===== config.mk =====
export PLATFORM = sky130hd
export DESIGN_NAME = system_clock_prescale_sleep_ctrl
export DESIGN_NICKNAME = d
export VERILOG_FILES = /design/src/csc_pkg.sv /design/src/system_clock_prescale_sleep_ctrl.sv
export VERILOG_INCLUDE_DIRS = /design/src /design/src/src
export SDC_FILE = /design/constraint.sdc
export NUM_CORES = 1
export LEC_CHECK = 0
export BUFFER_PORTS_ARGS = -buffer_cell sky130_fd_sc_hd__buf_2
export CAP_MARGIN = 20
export CORE_UTILIZATION = 54
export CTS_CLUSTER_DIAMETER = 60
export DETAILED_ROUTE_END_ITERATION = 7
export PLACE_DENSITY = 0.8
export SYNTH_ARGS = -nofsm -noshare
export SYNTH_HDL_FRONTEND = slang
export SYNTH_SLANG_ARGS = --single-unit

===== constraint.sdc =====
create_clock -name clk_sys_i -period 3.8 [get_ports clk_sys_i]
set_clock_uncertainty 0.2 [all_clocks]
set_input_delay 0.19 -clock clk_sys_i [delete_from_list [all_inputs] [get_ports clk_sys_i]]
set_output_delay 0.19 -clock clk_sys_i [all_outputs]
set_load 0.01 [all_outputs]

===== src/clk_sleep_defs.svh =====
`ifndef CLK_SLEEP_DEFS_SVH
`define CLK_SLEEP_DEFS_SVH

// ------------------------------
// Register map and fields
// ------------------------------
`define CSC_OFF_DIV 4'h0
`define CSC_OFF_SLP 4'h4
`define CSC_OFF_STAT 4'h8
`define CSC_PCE_BIT 7
`define CSC_PCE_ONLY 8'h80
`define CSC_SEL_RST 4'h0
`define CSC_SEL_DIV8 4'h3
`define CSC_SEL_MAX 4'h8
`define CSC_BROWNOUT_SLEEP_OFF_BIT 7
`define CSC_SE_BIT 5
`define CSC_BROWNOUT_SLEEP_OFF_UNLOCK_BIT 2
`define CSC_SLP_RST 8'h00
`define CSC_SLP_KEEP 8'h7b
`define CSC_LPOSC_CODE 4'h3

// ------------------------------
// Timing
// ------------------------------
`define CSC_PCE_WIN 3'd4
`define CSC_BROWNOUT_SLEEP_OFF_UNLOCK_WIN 3'd4
`define CSC_BROWNOUT_SLEEP_OFF_LAT 3'd3
`define CSC_BROWNOUT_SLEEP_OFF_LIFE 3'd3
`define CSC_HALT_CYC 3'd4
`define CSC_PD_START_CK 3'd6
`define CSC_RST_CK 14
`define CSC_CLK_KHZ 10000
`define CSC_T_4MS 4
`define CSC_T_64MS 64
`endif


===== src/csc_pkg.sv =====
package csc_pkg;
	typedef enum logic [2:0] {
		ST_RESET = 3'b000,
		ST_RUN = 3'b001,
		ST_SLEEP = 3'b010,
		ST_START = 3'b011,
		ST_HALT = 3'b100
	} ctl_state_e;
	typedef enum logic [1:0] {
		SM_IDLE = 2'b00,
		SM_ADC_NR = 2'b01,
		SM_PWR_DOWN = 2'b10,
		SM_STANDBY = 2'b11
	} sleep_mode_e;
endpackage


===== src/system_clock_prescale_sleep_ctrl.sv =====
`timescale 1ns/1ps
`include "clk_sleep_defs.svh"
module system_clock_prescale_sleep_ctrl #(
	parameter int RST_4MS_CYC = `CSC_T_4MS * `CSC_CLK_KHZ,
	parameter int RST_64MS_CYC = `CSC_T_64MS * `CSC_CLK_KHZ
) (
	input wire logic clk_sys_i,
	input wire logic resetn_i,
	input wire logic [3:0] clock_source_select_fuses_i,
	input wire logic [1:0] startup_time_fuses_i,
	input wire logic clock_output_fuse_i,
	input wire logic divide_by_eight_fuse_i,
	input wire logic [3:0] avs_address_i,
	input wire logic avs_read_i,
	input wire logic avs_write_i,
	input wire logic [31:0] avs_writedata_i,
	input wire logic [3:0] avs_byteenable_i,
	output logic [31:0] avs_readdata_o,
	output logic avs_waitrequest_o,
	input wire logic sleep_instr_i,
	input wire logic wake_irq_i,
	input wire logic port_out_i,
	input wire logic port_oe_i,
	output logic low_power_osc_sel_o,
	output logic core_resetn_o,
	output logic clk_cpu_en_o,
	output logic clk_flash_en_o,
	output logic clk_io_en_o,
	output logic clk_adc_en_o,
	output logic cpu_halt_o,
	output logic irq_service_o,
	output logic sleeping_o,
	output csc_pkg::sleep_mode_e sleep_mode_o,
	output logic osc_stop_o,
	output logic bod_off_o,
	output logic clock_output_pin_o,
	output logic clock_output_pin_oe_o,
	output logic pull_up_disable_o,
	output logic [1:0] int0_sense_o
);
	import csc_pkg::*;

	if (RST_4MS_CYC < 1 || RST_64MS_CYC < RST_4MS_CYC ||
			RST_64MS_CYC + `CSC_RST_CK > 20'hfffff) begin : g_chk
		$error("reset delay counts out of range");
	end

	// ------------------------------
	// Functions
	// ------------------------------
	// Reserved codes above eight clamp to the slowest rate
	function automatic logic [7:0] div_mask(input logic [3:0] code);
		logic [8:0] m;
		m = 9'h0;
		if (code >= `CSC_SEL_MAX) begin
			m = 9'h0ff;
		end else begin
			m = (9'h001 << code) - 9'h001;
		end
		return m[7:0];
	endfunction

	function automatic logic at_off(input logic [3:0] a,
			input logic [3:0] off);
		return a == off;
	endfunction

	// ------------------------------
	// Avalon slave
	// ------------------------------
	logic ack_q;
	logic req;
	logic wr_go;
	logic wr_div;
	logic wr_slp;
	logic [7:0] wd;

	assign req = avs_read_i | avs_write_i;
	assign avs_waitrequest_o = req & ~ack_q;
	assign wr_go = avs_write_i & ack_q & avs_byteenable_i[0];
	assign wd = avs_writedata_i[7:0];
	assign wr_div = wr_go & at_off(avs_address_i, `CSC_OFF_DIV);
	assign wr_slp = wr_go & at_off(avs_address_i, `CSC_OFF_SLP);

	always_ff @(posedge clk_sys_i) begin
		if (!resetn_i) begin
			ack_q <= 1'b0;
		end else begin
			ack_q <= req & ~ack_q;
		end
	end

	// ------------------------------
	// Prescaler
	// ------------------------------
	logic [3:0] sel;
	logic [3:0] act;
	logic pend;
	logic [7:0] cnt;
	logic ce;
	logic tick;
	logic phase_q;
	logic pce_q;
	logic [2:0] pce_cnt;

	assign tick = cnt >= div_mask(act);

	always_ff @(posedge clk_sys_i) begin
		if (!resetn_i) begin
			cnt <= 8'h00;
			ce <= 1'b0;
			phase_q <= 1'b0;
		end else begin
			ce <= tick;
			phase_q <= tick | (cnt < (div_mask(act) >> 1));
			if (tick) begin
				cnt <= 8'h00;
			end else begin
				cnt <= cnt + 8'h01;
			end
		end
	end

	// New setting waits for the end of the running period, so
	// neither old nor new period is ever cut short
	always_ff @(posedge clk_sys_i) begin
		if (!resetn_i) begin
			pend <= 1'b0;
			act <= divide_by_eight_fuse_i ? `CSC_SEL_DIV8 : `CSC_SEL_RST;
		end else begin
			if (wr_div && pce_q && !wd[`CSC_PCE_BIT]) begin
				pend <= 1'b1;
			end else if (tick) begin
				pend <= 1'b0;
			end
			if (pend && tick) begin
				act <= sel;
			end
		end
	end

	always_ff @(posedge clk_sys_i) begin
		if (!resetn_i) begin
			sel <= divide_by_eight_fuse_i ? `CSC_SEL_DIV8 : `CSC_SEL_RST;
		end else if (wr_div && pce_q && !wd[`CSC_PCE_BIT]) begin
			sel <= wd[3:0];
		end
	end

	// Window counts divided cycles, as the core sees them
	always_ff @(posedge clk_sys_i) begin
		if (!resetn_i) begin
			pce_q <= 1'b0;
			pce_cnt <= 3'd0;
		end else if (wr_div && !pce_q && wd == `CSC_PCE_ONLY) begin
			pce_q <= 1'b1;
			pce_cnt <= 3'd0;
		end else if (wr_div && pce_q && !wd[`CSC_PCE_BIT]) begin
			pce_q <= 1'b0;
		end else if (pce_q && ce) begin
			if (pce_cnt == `CSC_PCE_WIN - 3'd1) begin
				pce_q <= 1'b0;
			end
			pce_cnt <= pce_cnt + 3'd1;
		end
	end

	// ------------------------------
	// Sleep control register
	// ------------------------------
	logic [7:0] slp_q;
	logic brownout_sleep_off_unlock_q;
	logic [2:0] brownout_sleep_off_unlock_cnt;
	logic brownout_sleep_off_q;
	logic [2:0] brownout_sleep_off_cnt;
	logic brownout_sleep_off_act;

	assign brownout_sleep_off_act = brownout_sleep_off_q && brownout_sleep_off_cnt >= `CSC_BROWNOUT_SLEEP_OFF_LAT;

	always_ff @(posedge clk_sys_i) begin
		if (!resetn_i) begin
			slp_q <= `CSC_SLP_RST;
		end else if (wr_slp) begin
			slp_q <= wd & `CSC_SLP_KEEP;
		end
	end

	// Arming by software beats the hardware time-out
	always_ff @(posedge clk_sys_i) begin
		if (!resetn_i) begin
			brownout_sleep_off_unlock_q <= 1'b0;
			brownout_sleep_off_unlock_cnt <= 3'd0;
		end else if (wr_slp && wd[`CSC_BROWNOUT_SLEEP_OFF_BIT] && wd[`CSC_BROWNOUT_SLEEP_OFF_UNLOCK_BIT]) begin
			brownout_sleep_off_unlock_q <= 1'b1;
			brownout_sleep_off_unlock_cnt <= 3'd0;
		end else if (wr_slp && !wd[`CSC_BROWNOUT_SLEEP_OFF_UNLOCK_BIT]) begin
			brownout_sleep_off_unlock_q <= 1'b0;
		end else if (brownout_sleep_off_unlock_q && ce) begin
			if (brownout_sleep_off_unlock_cnt == `CSC_BROWNOUT_SLEEP_OFF_UNLOCK_WIN - 3'd1) begin
				brownout_sleep_off_unlock_q <= 1'b0;
			end
			brownout_sleep_off_unlock_cnt <= brownout_sleep_off_unlock_cnt + 3'd1;
		end
	end

	always_ff @(posedge clk_sys_i) begin
		if (!resetn_i) begin
			brownout_sleep_off_q <= 1'b0;
			brownout_sleep_off_cnt <= 3'd0;
		end else if (wr_slp && brownout_sleep_off_unlock_q && wd[`CSC_BROWNOUT_SLEEP_OFF_BIT] &&
				!wd[`CSC_BROWNOUT_SLEEP_OFF_UNLOCK_BIT]) begin
			brownout_sleep_off_q <= 1'b1;
			brownout_sleep_off_cnt <= 3'd0;
		end else if (brownout_sleep_off_q && ce) begin
			if (brownout_sleep_off_cnt == `CSC_BROWNOUT_SLEEP_OFF_LAT + `CSC_BROWNOUT_SLEEP_OFF_LIFE - 3'd1) begin
				brownout_sleep_off_q <= 1'b0;
			end
			brownout_sleep_off_cnt <= brownout_sleep_off_cnt + 3'd1;
		end
	end

	// ------------------------------
	// Reset delay and sleep sequencer
	// ------------------------------
	ctl_state_e state;
	sleep_mode_e mode_q;
	logic [19:0] rst_cnt;
	logic [19:0] rst_tgt;
	logic [2:0] wcnt;
	logic bod_off_q;
	logic irq_q;

	// Reserved start-up code takes the longest delay
	always_comb begin
		unique case (startup_time_fuses_i)
			2'b00: rst_tgt = 20'(`CSC_RST_CK);
			2'b01: rst_tgt = 20'(`CSC_RST_CK + RST_4MS_CYC);
			2'b10: rst_tgt = 20'(`CSC_RST_CK + RST_64MS_CYC);
			2'b11: rst_tgt = 20'(`CSC_RST_CK + RST_64MS_CYC);
		endcase
	end

	// A reset lands here from any state, sleep included
	always_ff @(posedge clk_sys_i) begin
		if (!resetn_i) begin
			state <= ST_RESET;
			rst_cnt <= 20'h00000;
			wcnt <= 3'd0;
			mode_q <= SM_IDLE;
			bod_off_q <= 1'b0;
			irq_q <= 1'b0;
		end else begin
			irq_q <= 1'b0;
			unique case (state)
				ST_RESET: begin
					rst_cnt <= rst_cnt + 20'h00001;
					if (rst_cnt >= rst_tgt - 20'h00001) begin
						state <= ST_RUN;
					end
				end
				ST_RUN: begin
					if (sleep_instr_i && slp_q[`CSC_SE_BIT]) begin
						state <= ST_SLEEP;
						mode_q <= sleep_mode_e'(slp_q[4:3]);
						bod_off_q <= brownout_sleep_off_act;
					end
				end
				ST_SLEEP: begin
					wcnt <= 3'd0;
					if (wake_irq_i) begin
						bod_off_q <= 1'b0;
						if (mode_q[1]) begin
							state <= ST_START;
						end else begin
							state <= ST_HALT;
						end
					end
				end
				ST_START: begin
					if (wcnt == `CSC_PD_START_CK - 3'd1) begin
						state <= ST_HALT;
						wcnt <= 3'd0;
					end else begin
						wcnt <= wcnt + 3'd1;
					end
				end
				ST_HALT: begin
					if (ce) begin
						if (wcnt == `CSC_HALT_CYC - 3'd1) begin
							state <= ST_RUN;
							irq_q <= 1'b1;
						end
						wcnt <= wcnt + 3'd1;
					end
				end
				default: state <= ST_RESET;
			endcase
		end
	end

	// ------------------------------
	// Clock enables and pin
	// ------------------------------
	logic clock_output_pin_q;

	always_ff @(posedge clk_sys_i) begin
		if (!resetn_i) begin
			clock_output_pin_q <= 1'b0;
		end else begin
			clock_output_pin_q <= clock_output_fuse_i && state != ST_RESET;
		end
	end

	// Undivided setting has no flop-made phase, so the pin
	// takes the master clock itself through the mux
	assign clock_output_pin_o = (clock_output_pin_q & resetn_i) ?
			(act == 4'h0 ? clk_sys_i : phase_q) : port_out_i;
	assign clock_output_pin_oe_o = (clock_output_pin_q & resetn_i) | port_oe_i;

	assign clk_cpu_en_o = ce && state == ST_RUN;
	assign clk_flash_en_o = ce && state == ST_RUN;
	assign clk_io_en_o = ce && !osc_stop_o;
	assign clk_adc_en_o = ce && !osc_stop_o;
	assign low_power_osc_sel_o =
			clock_source_select_fuses_i == `CSC_LPOSC_CODE;
	assign core_resetn_o = state != ST_RESET;
	assign cpu_halt_o = state != ST_RUN;
	assign sleeping_o = state == ST_SLEEP;
	assign sleep_mode_o = mode_q;
	assign osc_stop_o = state == ST_SLEEP && mode_q[1];
	assign bod_off_o = bod_off_q && state == ST_SLEEP;
	assign irq_service_o = irq_q;
	assign pull_up_disable_o = slp_q[6];
	assign int0_sense_o = slp_q[1:0];

	// ------------------------------
	// Read data
	// ------------------------------
	always_ff @(posedge clk_sys_i) begin
		if (!resetn_i) begin
			avs_readdata_o <= 32'h00000000;
		end else if (avs_read_i && !ack_q) begin
			if (at_off(avs_address_i, `CSC_OFF_DIV)) begin
				avs_readdata_o <= {24'h000000, pce_q, 3'h0, sel};
			end else if (at_off(avs_address_i, `CSC_OFF_SLP)) begin
				avs_readdata_o <= {24'h000000, brownout_sleep_off_q, slp_q[6:3],
						brownout_sleep_off_unlock_q, slp_q[1:0]};
			end else if (at_off(avs_address_i, `CSC_OFF_STAT)) begin
				avs_readdata_o <= {26'h0000000, low_power_osc_sel_o,
						pend, bod_off_q, mode_q, sleeping_o};
			end else begin
				avs_readdata_o <= 32'h00000000;
			end
		end
	end
endmodule // system_clock_prescale_sleep_ctrl


==> results of run 1 <==
-- flip-flops by register name (all words and copies together), names as in the netlist --
| name | cells |
|---|---|
| rst_cnt | 20 |
| bod_off_q | 1 |
| act | 4 |
| ack_q | 1 |
| brownout_sleep_off_unlock_q | 1 |
| ce | 1 |
| irq_service_o | 1 |
| pce_cnt | 3 |
| brownout_sleep_off_q | 1 |
| avs_readdata_o | 8 |
| phase_q | 1 |
| brownout_sleep_off_unlock_cnt | 3 |
| pend | 1 |
| brownout_sleep_off_cnt | 3 |
| state | 3 |
| pce_q | 1 |
| cnt | 8 |
| wcnt | 3 |
| sel | 4 |
| slp_q | 6 |
| clock_output_pin_q | 1 |
| sleep_mode_o | 2 |
-- synth_stat cells (15+ instances only) --
library cell	n	area, um^2
nor2b_1	19	119
buf_4	28	210
clkbuf_1	15	56.3
inv_1	18	67.6
nand2_1	53	199
dfxtp_1	69	1380
a21oi_1	16	80.1
and2_1	31	194
nand3_1	28	140
ha_1	37	463
xnor2_1	16	140
o21ai_0	17	85.1
nor2_1	37	139
-- metal layers --
| layer | track usage, % | vias to the layer above | routed length [um] |
|---|---|---|---|
| met5 | 0 | - | 0 |
| met4 | 8.21 | 0 | 119 |
| met3 | 6.91 | 14 | 425 |
| met2 | 39.5 | 94 | 4560 |
| met1 | 27.0 | 1708 | 4300 |
| li1 | - | 1874 | - |
-- final cells by class --
class	count	area [um^2]	share of cell area, %
clock inverters	7	81.3	1.57
flip-flops and latches	77	1620	31.2
inverters	19	71.3	1.37
well taps	105	131	2.53
multi-input cells	400	2630	50.6
repair buffers	76	488	9.40
clock buffers	13	170	3.28
-- critical path, stage by stage, from the launching register on --
cell and delay (ns):
edfxtp_1 0.47, or2_2 0.34, or3_1 0.32, ha_1 0.27, nor2b_1 0.14, ha_1 0.29
a21o_1 0.11, a21oi_1 0.06, o21a_1 0.22, o21ai_0 0.30, a21bo_2 0.23
-- through the flow --
step	util [%]	total power, mW
final	63.5	1.80
after global routing	63.5	1.88
after CTS	63.5	1.81
after detailed placement	57.9	1.08
after global placement	57.9	1.07
after floorplan	-	1.04
-- kinds of logic (layout without fill, tap and decap cells) --
group,after synthesis,in the layout,share of synthesized area (%)
compound gates,84,84,12.7
xor+xnor,27,27,5.22
flops,77,77,35.8
simple gates,217,217,25.5
fa+ha+maj,37,37,10.2
other cells,1,24,0.0827
mux,11,11,2.43
buf+inv,66,115,8.14
-- worst paths after layout --
kind / from / to / slack (ns) / cells past startpoint
hold reg to reg: slp_q[1] / slp_q[1] / 0.29 / 2
setup / recovery: act[1] / act[1] / 0.58 / 10
setup reg to reg: act[1] / act[1] / 0.58 / 10
hold / removal: avs_address_i[0] / avs_readdata_o[4] / 0.02 / 4
-- timing repair --
item,in CTS,in global routing
hold endpoints to repair,25,0
hold buffers,21,0
setup endpoints to repair,0,0
-- power breakdown --
group | internal [mW] | total, mW | leakage [nW] | switching, mW
Combinational | 0.0897 | 0.201 | 1.44 | 0.111
Sequential | 0.841 | 0.869 | 0.637 | 0.0276
Clock | 0.382 | 0.731 | 0.137 | 0.349
Total | 1.31 | 1.80 | 2.21 | 0.488
==> impl_metrics.prom, run 1 <==
# TYPE chip_impl_metric gauge
chip_impl_metric{name="drive_above_1_share",unit="%"} 14.7
chip_impl_metric{name="gp_congestion",unit=""} 0.839
chip_impl_metric{name="final_hold_viol_count",unit=""} 0
chip_impl_info{name="crit_path_end_kind",value="register"} 1
chip_impl_metric{name="final_net_count",unit=""} 680
chip_impl_metric{name="synthDistinctLibCells",unit=""} 57
chip_impl_metric{name="post_synth_instance_area",unit="um^2"} 4530
chip_impl_metric{name="post-route-drc-count",unit=""} 0
chip_impl_info{name="hold_path_class",value="primary input to register"} 1
chip_impl_metric{name="clk_pin_slew_worst_paths",unit="ns"} 0.08
chip_impl_metric{name="placed_cells_incl_taps",unit=""} 657
chip_impl_metric{name="grt_antenna_before_repair",unit=""} 0
chip_impl_info{name="tritoncts_clock_tree",value="yes"} 1
chip_impl_metric{name="power.ir.vdd_worst",unit="uV"} 300
chip_impl_metric{name="worst_slack_setup_final",unit="ns"} 0.576
chip_impl_metric{name="timing.fmax",unit="MHz"} 310
chip_impl_metric{name="critical_path_arrival",unit="ns"} 3.20
chip_impl_metric{name="die_w",unit="um"} 93.6
chip_impl_metric{name="initial_cell_density_of_the_core",unit="%"} 55.5
chip_impl_metric{name="detail_route.first_pass.iterations",unit=""} 4
chip_impl_metric{name="filler_cell_count",unit=""} 669
chip_impl_metric{name="layout.cell_area.non_filler",unit="um^2"} 5190
chip_impl_metric{name="synth_area_per_cell",unit="um^2"} 8.72
chip_impl_metric{name="drv.max_cap_violation_count",unit=""} 0
chip_impl_info{name="final_common_cell",value="dfxtp_1"} 1
chip_impl_metric{name="worst-endpoint-required",unit="ns"} 3.77
chip_impl_metric{name="placed_cell_area",unit="um^2"} 4740
chip_impl_metric{name="flow.area_growth_from_synthesis",unit="%"} 14.5
chip_impl_info{name="unrepaired_setup_endpoints_after_global_routing",value="no"} 1
chip_impl_metric{name="drt-wirelength-per-cell",unit="um"} 13.5
chip_impl_metric{name="die_area",unit="um^2"} 8770
chip_impl_metric{name="grt_first_pass_wirelength",unit="um"} 15500
chip_impl_metric{name="io_pins",unit=""} 107
chip_impl_metric{name="fin_crit",unit="ns"} 3.22
chip_impl_info{name="postSynth.topFlopCell",value="dfxtp_1"} 1
chip_impl_metric{name="pre_cts_slack",unit="ns"} 0.582
chip_impl_metric{name="cells_after_synthesis",unit=""} 520
chip_impl_metric{name="tns",unit="ns"} 0
chip_impl_metric{name="drt_first_iter_violations",unit=""} 129
chip_impl_metric{name="period_share",unit="%"} 84.9
chip_impl_metric{name="drv_slew",unit=""} 0
chip_impl_metric{name="count_of_flip_flops_with_a_built_in_enable_after_synthesis",unit=""} 8
chip_impl_metric{name="postCtsSetupBuffers",unit=""} 0
chip_impl_info{name="outcome",value="finished clean"} 1
chip_impl_metric{name="final-instance-count-excl-fill",unit=""} 697
chip_impl_metric{name="grt_start_max_net_pins",unit=""} 42
chip_impl_metric{name="gr-usage-all-layers",unit="%"} 23.0
chip_impl_metric{name="clock_latency",unit="ns"} 0.46
chip_impl_metric{name="core_area",unit="um^2"} 8180
chip_impl_metric{name="route.final.wire_length",unit="um"} 9410
chip_impl_metric{name="dr_vias_cell",unit=""} 5.29
chip_impl_metric{name="synth.yosys.warnings",unit=""} 0
chip_impl_metric{name="post_cts_resized",unit=""} 0
chip_impl_metric{name="place_hpwl",unit="um"} 6610
chip_impl_metric{name="via_count",unit=""} 3690
chip_impl_metric{name="globalRouteOverflowTotal",unit=""} 0
chip_impl_metric{name="synth.ff_latch_count",unit=""} 77
chip_impl_metric{name="timing.max_slew.rel_slack",unit="%"} 52.1
chip_impl_info{name="cp-start-kind",value="register"} 1
chip_impl_metric{name="timing.critical_path.fanout_max",unit=""} 7
chip_impl_info{name="final_cell_mix",value="dfxtp_1, buf_2, nand2_1"} 1
chip_impl_metric{name="drt.antenna.violating_nets",unit=""} 0
chip_impl_metric{name="async_flop_share",unit="%"} 0
chip_impl_metric{name="power.density",unit="nW/um^2"} 347
chip_impl_metric{name="rows",unit=""} 33
chip_impl_metric{name="p_leak",unit="nW"} 2.21
chip_impl_metric{name="die_h",unit="um"} 93.6
chip_impl_metric{name="tightestPinTransition",unit="ns"} 0.713
chip_impl_metric{name="setup_viol",unit=""} 0
chip_impl_metric{name="io_buffer_count",unit=""} 55
chip_impl_metric{name="hold-worst-slack",unit="ns"} 0.0197
chip_impl_info{name="critPathKind",value="register to register"} 1
chip_impl_metric{name="antenna-diode-count",unit=""} 0
chip_impl_metric{name="first_global_vias",unit=""} 3497
chip_impl_metric{name="synth_seq_area_share",unit="%"} 35.8
(Power assumes the default switching activity.)
==> inputs of run 2 (changes only) <==
Clock period 3.8 ns to 3.25 ns, I/O delays scaled along.
==> run 2 against run 1 <==
  * Critical path depth stayed put
  * Largest cell class unchanged
  * Combinational power is 20% higher
  * Core utilization is 0.80 points higher
  * Highest routed layer unchanged
  * Register-to-register slack worse by 0.41 ns
  * Clock power is 28% higher
  * Wire length is 2.2% higher
  * Sequential power is 17% higher
==> impl_metrics.prom, run 2 (synthesis gave the netlist of run 1 again) <==
# TYPE chip_impl_metric gauge
chip_impl_info{name="outcome",value="finished clean"} 1
chip_impl_info{name="worstReg2RegStart",value="act[0]"} 1
chip_impl_info{name="grt_busiest_layer",value="met2"} 1
chip_impl_info{name="max_flop_register",value="rst_cnt"} 1
chip_impl_metric{name="power.density",unit="nW/um^2"} 418
chip_impl_metric{name="die_w",unit="um"} 93.6
chip_impl_metric{name="drt.antenna.violating_nets",unit=""} 0
chip_impl_metric{name="sequential_cell_area",unit="um^2"} 1620
chip_impl_metric{name="io_buffer_count",unit=""} 55
chip_impl_metric{name="place_hpwl",unit="um"} 6750
chip_impl_metric{name="timing.critical_path.fanout_max",unit=""} 5
chip_impl_metric{name="grt_antenna_before_repair",unit=""} 0
chip_impl_metric{name="post-route-drc-count",unit=""} 0
chip_impl_metric{name="fin_crit",unit="ns"} 3.08
chip_impl_info{name="hold_path_startpoint",value="avs_address_i[3]"} 1
chip_impl_metric{name="filler_cell_count",unit=""} 673
chip_impl_info{name="cp-start-kind",value="register"} 1
chip_impl_metric{name="grt_first_pass_wirelength",unit="um"} 15500
chip_impl_metric{name="timing.max_slew.rel_slack",unit="%"} 53.9
chip_impl_metric{name="setup_viol",unit=""} 0
chip_impl_metric{name="final_net_count",unit=""} 684
chip_impl_metric{name="grt_start_max_net_pins",unit=""} 47
chip_impl_metric{name="grt_util_met3",unit="%"} 6.10
chip_impl_metric{name="drt-wirelength-per-cell",unit="um"} 13.7
chip_impl_metric{name="multi_input_gate_area",unit="um^2"} 2630
chip_impl_info{name="biggest_registers_after_layout",value="rst_cnt (20), avs_readdata_o (8), cnt (8)"} 1
chip_impl_metric{name="worst-endpoint-required",unit="ns"} 3.27
chip_impl_metric{name="clock_latency",unit="ns"} 0.46
chip_impl_metric{name="grt_use_met1",unit="%"} 27.7
chip_impl_info{name="hold_path_class",value="primary input to register"} 1
chip_impl_metric{name="io_pins",unit=""} 107
chip_impl_metric{name="drive_above_1_share",unit="%"} 14.6
chip_impl_metric{name="period_share",unit="%"} 94.8
chip_impl_metric{name="final_hold_viol_count",unit=""} 0
chip_impl_metric{name="p_leak",unit="nW"} 2.24
chip_impl_metric{name="power.ir.vdd_worst",unit="uV"} 269
chip_impl_metric{name="largest_register_ff_count",unit=""} 20
chip_impl_metric{name="die_area",unit="um^2"} 8770
chip_impl_metric{name="dr_vias_cell",unit=""} 5.42
chip_impl_metric{name="gp_congestion",unit=""} 0.867
chip_impl_metric{name="globalRouteOverflowTotal",unit=""} 0
chip_impl_metric{name="tightestPinTransition",unit="ns"} 0.691
chip_impl_metric{name="timing.fmax",unit="MHz"} 325
chip_impl_metric{name="initial_cell_density_of_the_core",unit="%"} 55.5
chip_impl_metric{name="detail_route.first_pass.iterations",unit=""} 4
chip_impl_metric{name="gr-usage-all-layers",unit="%"} 22.9
chip_impl_metric{name="rows",unit=""} 33
chip_impl_metric{name="core_area",unit="um^2"} 8180
chip_impl_info{name="crit_path_end_kind",value="register"} 1
chip_impl_metric{name="flow.area_growth_from_synthesis",unit="%"} 16.0
chip_impl_metric{name="clk_pin_slew_worst_paths",unit="ns"} 0.08
chip_impl_info{name="final_common_cell",value="dfxtp_1"} 1
chip_impl_info{name="unrepaired_setup_endpoints_after_global_routing",value="no"} 1
chip_impl_metric{name="critical_path_arrival",unit="ns"} 3.10
chip_impl_metric{name="via_count",unit=""} 3807
chip_impl_metric{name="drv.max_cap_violation_count",unit=""} 0
chip_impl_info{name="tritoncts_clock_tree",value="yes"} 1
chip_impl_metric{name="met2_track_usage_gr",unit="%"} 38.4
chip_impl_info{name="timing.critical_path.from",value="act[0]"} 1
chip_impl_metric{name="die_h",unit="um"} 93.6
chip_impl_metric{name="drt_first_iter_violations",unit=""} 143
chip_impl_info{name="critPathKind",value="register to register"} 1
chip_impl_metric{name="drv_slew",unit=""} 0
chip_impl_metric{name="route.final.wire_length",unit="um"} 9620
chip_impl_metric{name="fin_util",unit="%"} 64.3
chip_impl_info{name="final_cell_mix",value="dfxtp_1, buf_2, nand2_1"} 1
chip_impl_metric{name="first_global_vias",unit=""} 3470
chip_impl_metric{name="tns",unit="ns"} 0
## run 2: changes by cell type in the layout (fill, tap and decap cells not counted), sizes merged
| cell | change |
|---|---|
| diode | +1 |
| bufinv | +1 |
| clkbuf | +1 |
| inv | -3 |
| clkinv | +1 |
| dlygate4sd3 | +2 |
| buf | +2 |
## run 2: layout make-up
class                           count  share of cell area (%)
Multi-Input combinational cell    400                    50.0
Sequential cell                    77                    30.8
Timing Repair Buffer               80                    9.95
Clock buffer                       14                    3.71
Tap cell                          105                    2.50
Clock inverter                      6                    1.59
Inverter                           19                    1.36
Antenna cell                        1                  0.0476
## run 2: timing repair
action	in CTS	in global routing
setup endpoints to repair	0	4
buffers inserted	0	0
resized for setup	0	1
hold endpoints to repair	30	0
hold buffers	23	0
## run 2: layer usage
layer,vias to the layer above,wire (um)
met1,1749,4240
met4,0,184
li1,1891,-
met3,23,545
met5,-,0
met2,144,4650
## run 2: per-stage QoR
stage	cells	hold WS (ns)	setup slack, ns	power (mW)	cell area (um^2)
2_1_floorplan	543	0.119	0.248	1.21	4620
3_3_place_gp	659	0.221	0.176	1.25	4750
5_1_grt	701	0.0283	0.0223	2.29	5260
4_1_cts	701	0.000216	0.0887	2.21	5260
6_report	702	0.0146	0.168	2.20	5260
3_5_place_dp	659	0.228	0.105	1.26	4750
## run 2: final timing paths
| check | endpoint | slack (ns) | cells past startpoint |
|---|---|---|---|
| max | act[2] | 0.17 | 10 |
| min reg2reg | slp_q[0] | 0.30 | 2 |
| max reg2reg | act[2] | 0.17 | 10 |
| min | avs_readdata_o[0] | 0.01 | 4 |
## run 2: report_power, final
group          total, mW  switching, mW  leakage, nW  internal, mW
clock network      0.938          0.382        0.149         0.556
registers           1.02         0.0318        0.637         0.984
logic              0.242          0.133         1.46         0.109
total               2.20          0.547         2.24          1.65
## run 2: worst max-delay path: stages, from the launching register on
cell and delay [ns]:
edfxtp_1 0.45, or2_2 0.32, or3_1 0.31, ha_1 0.28, nor2b_1 0.14, ha_1 0.28
a21o_1 0.16, a21oi_1 0.13, o21a_1 0.20, o21ai_1 0.12, a21bo_2 0.27
==> inputs of run 3 (changes only) <==
Settings changed: ABC_AREA set to 1.
==> run 3 against run 2 <==
  * Core utilization is 0.44 points higher
  * Worst setup slack better by 0.057 ns
  * Critical path depth is 7 higher
  * Die area is 1.1% higher
  * Non-clock buffer count is 2 higher
  * Maximum frequency is 1.9% higher
  * Synthesized cell count is 20% higher
  * Flip-flop and latch count stayed put
  * Critical endpoint unchanged
  * Largest power group unchanged
  * Highest routed layer unchanged
==> impl_metrics.prom, run 3 <==
# TYPE chip_impl_metric gauge
chip_impl_info{name="final_cell_mix",value="nand2_1, inv_1, dfxtp_1"} 1
chip_impl_metric{name="yosys.area.top_type_share",unit="%"} 30.1
chip_impl_metric{name="timing.max_slew.rel_slack",unit="%"} 42.0
chip_impl_metric{name="count_of_flip_flops_with_a_built_in_enable_after_synthesis",unit=""} 8
chip_impl_metric{name="tightestPinTransition",unit="ns"} 0.867
chip_impl_metric{name="grt_first_pass_wirelength",unit="um"} 17800
chip_impl_metric{name="globalRouteOverflowTotal",unit=""} 0
chip_impl_info{name="post-synth-top-area-cell",value="dfxtp_1"} 1
chip_impl_metric{name="gr-usage-all-layers",unit="%"} 26.1
chip_impl_info{name="cp_top_family",value="simple AND/OR/NAND/NOR gates"} 1
chip_impl_metric{name="io_buffer_count",unit=""} 55
chip_impl_metric{name="route.final.wire_length",unit="um"} 10700
chip_impl_info{name="max_flop_register",value="rst_cnt"} 1
chip_impl_metric{name="antenna-diode-count",unit=""} 0
chip_impl_info{name="hold_path_class",value="primary input to register"} 1
chip_impl_metric{name="post_synth_instance_area",unit="um^2"} 4590
chip_impl_info{name="critPathKind",value="register to register"} 1
chip_impl_metric{name="largest_register_ff_count",unit=""} 20
chip_impl_metric{name="drive_above_1_share",unit="%"} 16.4
chip_impl_metric{name="io_pins",unit=""} 107
chip_impl_metric{name="cells_after_synthesis",unit=""} 626
chip_impl_info{name="crit_chain",value="nor2_2 -> nand2_1 -> ha_1 -> inv_1 -> a21oi_1 -> o31ai_1 -> o21ai_0 -> a21oi_1 -> ha_1 -> nand2_1 -> nor2_2 -> nor3b_2 -> inv_1 -> nand3_1 -> inv_1 -> o21ai_1 -> buf_4"} 1
chip_impl_info{name="biggest_registers_after_layout",value="rst_cnt (20), avs_readdata_o (8), cnt (8)"} 1
chip_impl_metric{name="timing.critical_path.fanout_max",unit=""} 5
chip_impl_metric{name="synth.ff_latch_count",unit=""} 77
chip_impl_metric{name="fin_crit",unit="ns"} 3.02
chip_impl_info{name="leading_post_synthesis_cells_by_cell_area",value="dfxtp_1, ha_1, nand2_1, a21oi_1, inv_1"} 1
chip_impl_metric{name="tns",unit="ns"} 0
chip_impl_metric{name="core_area",unit="um^2"} 8220
chip_impl_metric{name="detail_route.first_pass.iterations",unit=""} 6
chip_impl_info{name="outcome",value="finished clean"} 1
chip_impl_metric{name="post-route-drc-count",unit=""} 0
chip_impl_info{name="postSynth.topFlopCell",value="dfxtp_1"} 1
chip_impl_metric{name="worst-endpoint-required",unit="ns"} 3.23
chip_impl_metric{name="synth_seq_area_share",unit="%"} 35.4
chip_impl_info{name="most_frequent_cell_after_synthesis",value="nand2_1"} 1
chip_impl_metric{name="dr_vias_cell",unit=""} 5.30
chip_impl_metric{name="clock_latency",unit="ns"} 0.45
chip_impl_metric{name="period_share",unit="%"} 93.1
chip_impl_metric{name="drt-wirelength-per-cell",unit="um"} 13.1
chip_impl_metric{name="crit_path_max_incr_delay",unit="ns"} 0.46
chip_impl_metric{name="rows",unit=""} 33
chip_impl_metric{name="die_area",unit="um^2"} 8870
chip_impl_info{name="slowest_stage",value="edfxtp_1"} 1
chip_impl_metric{name="first_global_vias",unit=""} 3988
chip_impl_metric{name="clk_pin_slew_worst_paths",unit="ns"} 0.08
chip_impl_metric{name="place_hpwl",unit="um"} 7830
chip_impl_info{name="crit_path_end_kind",value="register"} 1
chip_impl_metric{name="grt_start_max_net_pins",unit=""} 29
chip_impl_metric{name="drv.max_cap_violation_count",unit=""} 0
chip_impl_metric{name="drt_first_iter_violations",unit=""} 269
chip_impl_metric{name="drt.antenna.violating_nets",unit=""} 0
chip_impl_metric{name="async_flop_share",unit="%"} 0
chip_impl_metric{name="timing.fmax",unit="MHz"} 331
chip_impl_metric{name="final_hold_viol_count",unit=""} 0
chip_impl_metric{name="power.density",unit="nW/um^2"} 436
chip_impl_info{name="cp-start-kind",value="register"} 1
chip_impl_info{name="final_common_cell",value="nand2_1"} 1
chip_impl_metric{name="power.ir.vdd_worst",unit="uV"} 330
chip_impl_metric{name="multi_input_gate_area",unit="um^2"} 2490
chip_impl_metric{name="die_h",unit="um"} 94.2
chip_impl_metric{name="grt_antenna_before_repair",unit=""} 0
chip_impl_metric{name="flow.area_growth_from_synthesis",unit="%"} 16.0
chip_impl_metric{name="hold-worst-slack",unit="ns"} 0.00582
chip_impl_metric{name="critical_path_arrival",unit="ns"} 3.00
chip_impl_metric{name="initial_cell_density_of_the_core",unit="%"} 55.8
chip_impl_metric{name="synth.yosys.warnings",unit=""} 0
chip_impl_metric{name="final_net_count",unit=""} 801
chip_impl_metric{name="sequential_cell_area",unit="um^2"} 1620
chip_impl_metric{name="via_count",unit=""} 4329
chip_impl_metric{name="worstPathBufferInverterCount",unit=""} 4
chip_impl_metric{name="die_w",unit="um"} 94.2
chip_impl_metric{name="gp_congestion",unit=""} 0.916
chip_impl_metric{name="synthDistinctLibCells",unit=""} 44
chip_impl_info{name="synth_common_cells",value="nand2_1, inv_1, dfxtp_1"} 1
chip_impl_metric{name="p_leak",unit="nW"} 2.50
chip_impl_metric{name="filler_cell_count",unit=""} 712
chip_impl_metric{name="setup_viol",unit=""} 0
chip_impl_info{name="most_frequent_cp_cell",value="inv_1"} 1
chip_impl_metric{name="synth_area_per_cell",unit="um^2"} 7.33
chip_impl_info{name="tritoncts_clock_tree",value="yes"} 1
chip_impl_metric{name="drv_slew",unit=""} 0
## run 3: kinds of logic after synthesis
logic type / Yosys count / share of synthesized area, %
AND/OR/NAND/NOR: 257 / 26.3
buffers and inverters: 128 / 12.8
AO/OA/AOI/OAI: 121 / 14.3
flip-flops: 77 / 35.4
adder cells (fa/ha/maj): 37 / 10.1
XOR/XNOR: 5 / 0.955
other: 1 / 0.0818
## run 3: layout make-up
class,count,share of cell area [%]
Clock buffer,17,3.67
Clock inverter,2,0.188
Inverter,90,6.40
Multi-Input combinational cell,444,46.7
Sequential cell,77,30.5
Tap cell,105,2.47
Timing Repair Buffer,82,10.1
## run 3: power by group
part | internal [mW] | switching, mW | total [mW]
Clock | 0.373 | 0.346 | 0.718
Sequential | 1.01 | 0.0507 | 1.06
Combinational | 0.183 | 0.359 | 0.541
## run 3: metrics by stage
stage / total power, mW / cell area, um^2 / worst slack [ns] / instances / util (%)
floorplan: 1.46 / 4670 / 0.0853 / 649 / -
global placement: 1.57 / 4870 / 0.281 / 776 / 59.3
detailed placement: 1.59 / 4870 / 0.100 / 776 / 59.3
CTS: 2.32 / 5290 / 0.0836 / 816 / 64.4
global route: 2.45 / 5320 / -0.0642 / 817 / 64.8
finish: 2.32 / 5320 / 0.226 / 817 / 64.8
## run 3: final timing paths
| check | slack [ns] | end | cells after the start | from |
|---|---|---|---|---|
| worst min-delay path | 0.006 | avs_readdata_o[5] | 6 | clock_source_select_fuses_i[2] |
| worst max-delay path | 0.23 | act[2] | 17 | act[1] |
| worst min register to register | 0.27 | rst_cnt[5] | 1 | rst_cnt[4] |
| worst max register to register | 0.23 | act[2] | 17 | act[1] |
## run 3: worst register-to-register path: cells and delay by family (launching register included)
family | cells | cell delay (ns)
buffers and inverters | 4 | 0.39
AO/OA/AOI/OAI | 5 | 0.62
adder cells (fa/ha/maj) | 2 | 0.32
flip-flops | 1 | 0.46
AND/OR/NAND/NOR | 6 | 0.78
## run 3: repair_timing
item,CTS,global route
hold buffers,22,0
endpoints found under the setup margin,0,13
setup buffers,0,1
gates resized for setup,0,8
hold endpoints to repair,32,0
## run 3: layer usage
| metal | vias up | part of all wire [%] | wire [um] | track usage (%) |
|---|---|---|---|---|
| li1 | 2169 | - | - | - |
| met1 | 1967 | 44 | 4700 | 33.0 |
| met2 | 154 | 46 | 4910 | 41.4 |
| met3 | 39 | 6.6 | 708 | 5.74 |
| met4 | 0 | 3.4 | 365 | 13.5 |
| met5 | - | 0 | 0 | 0 |
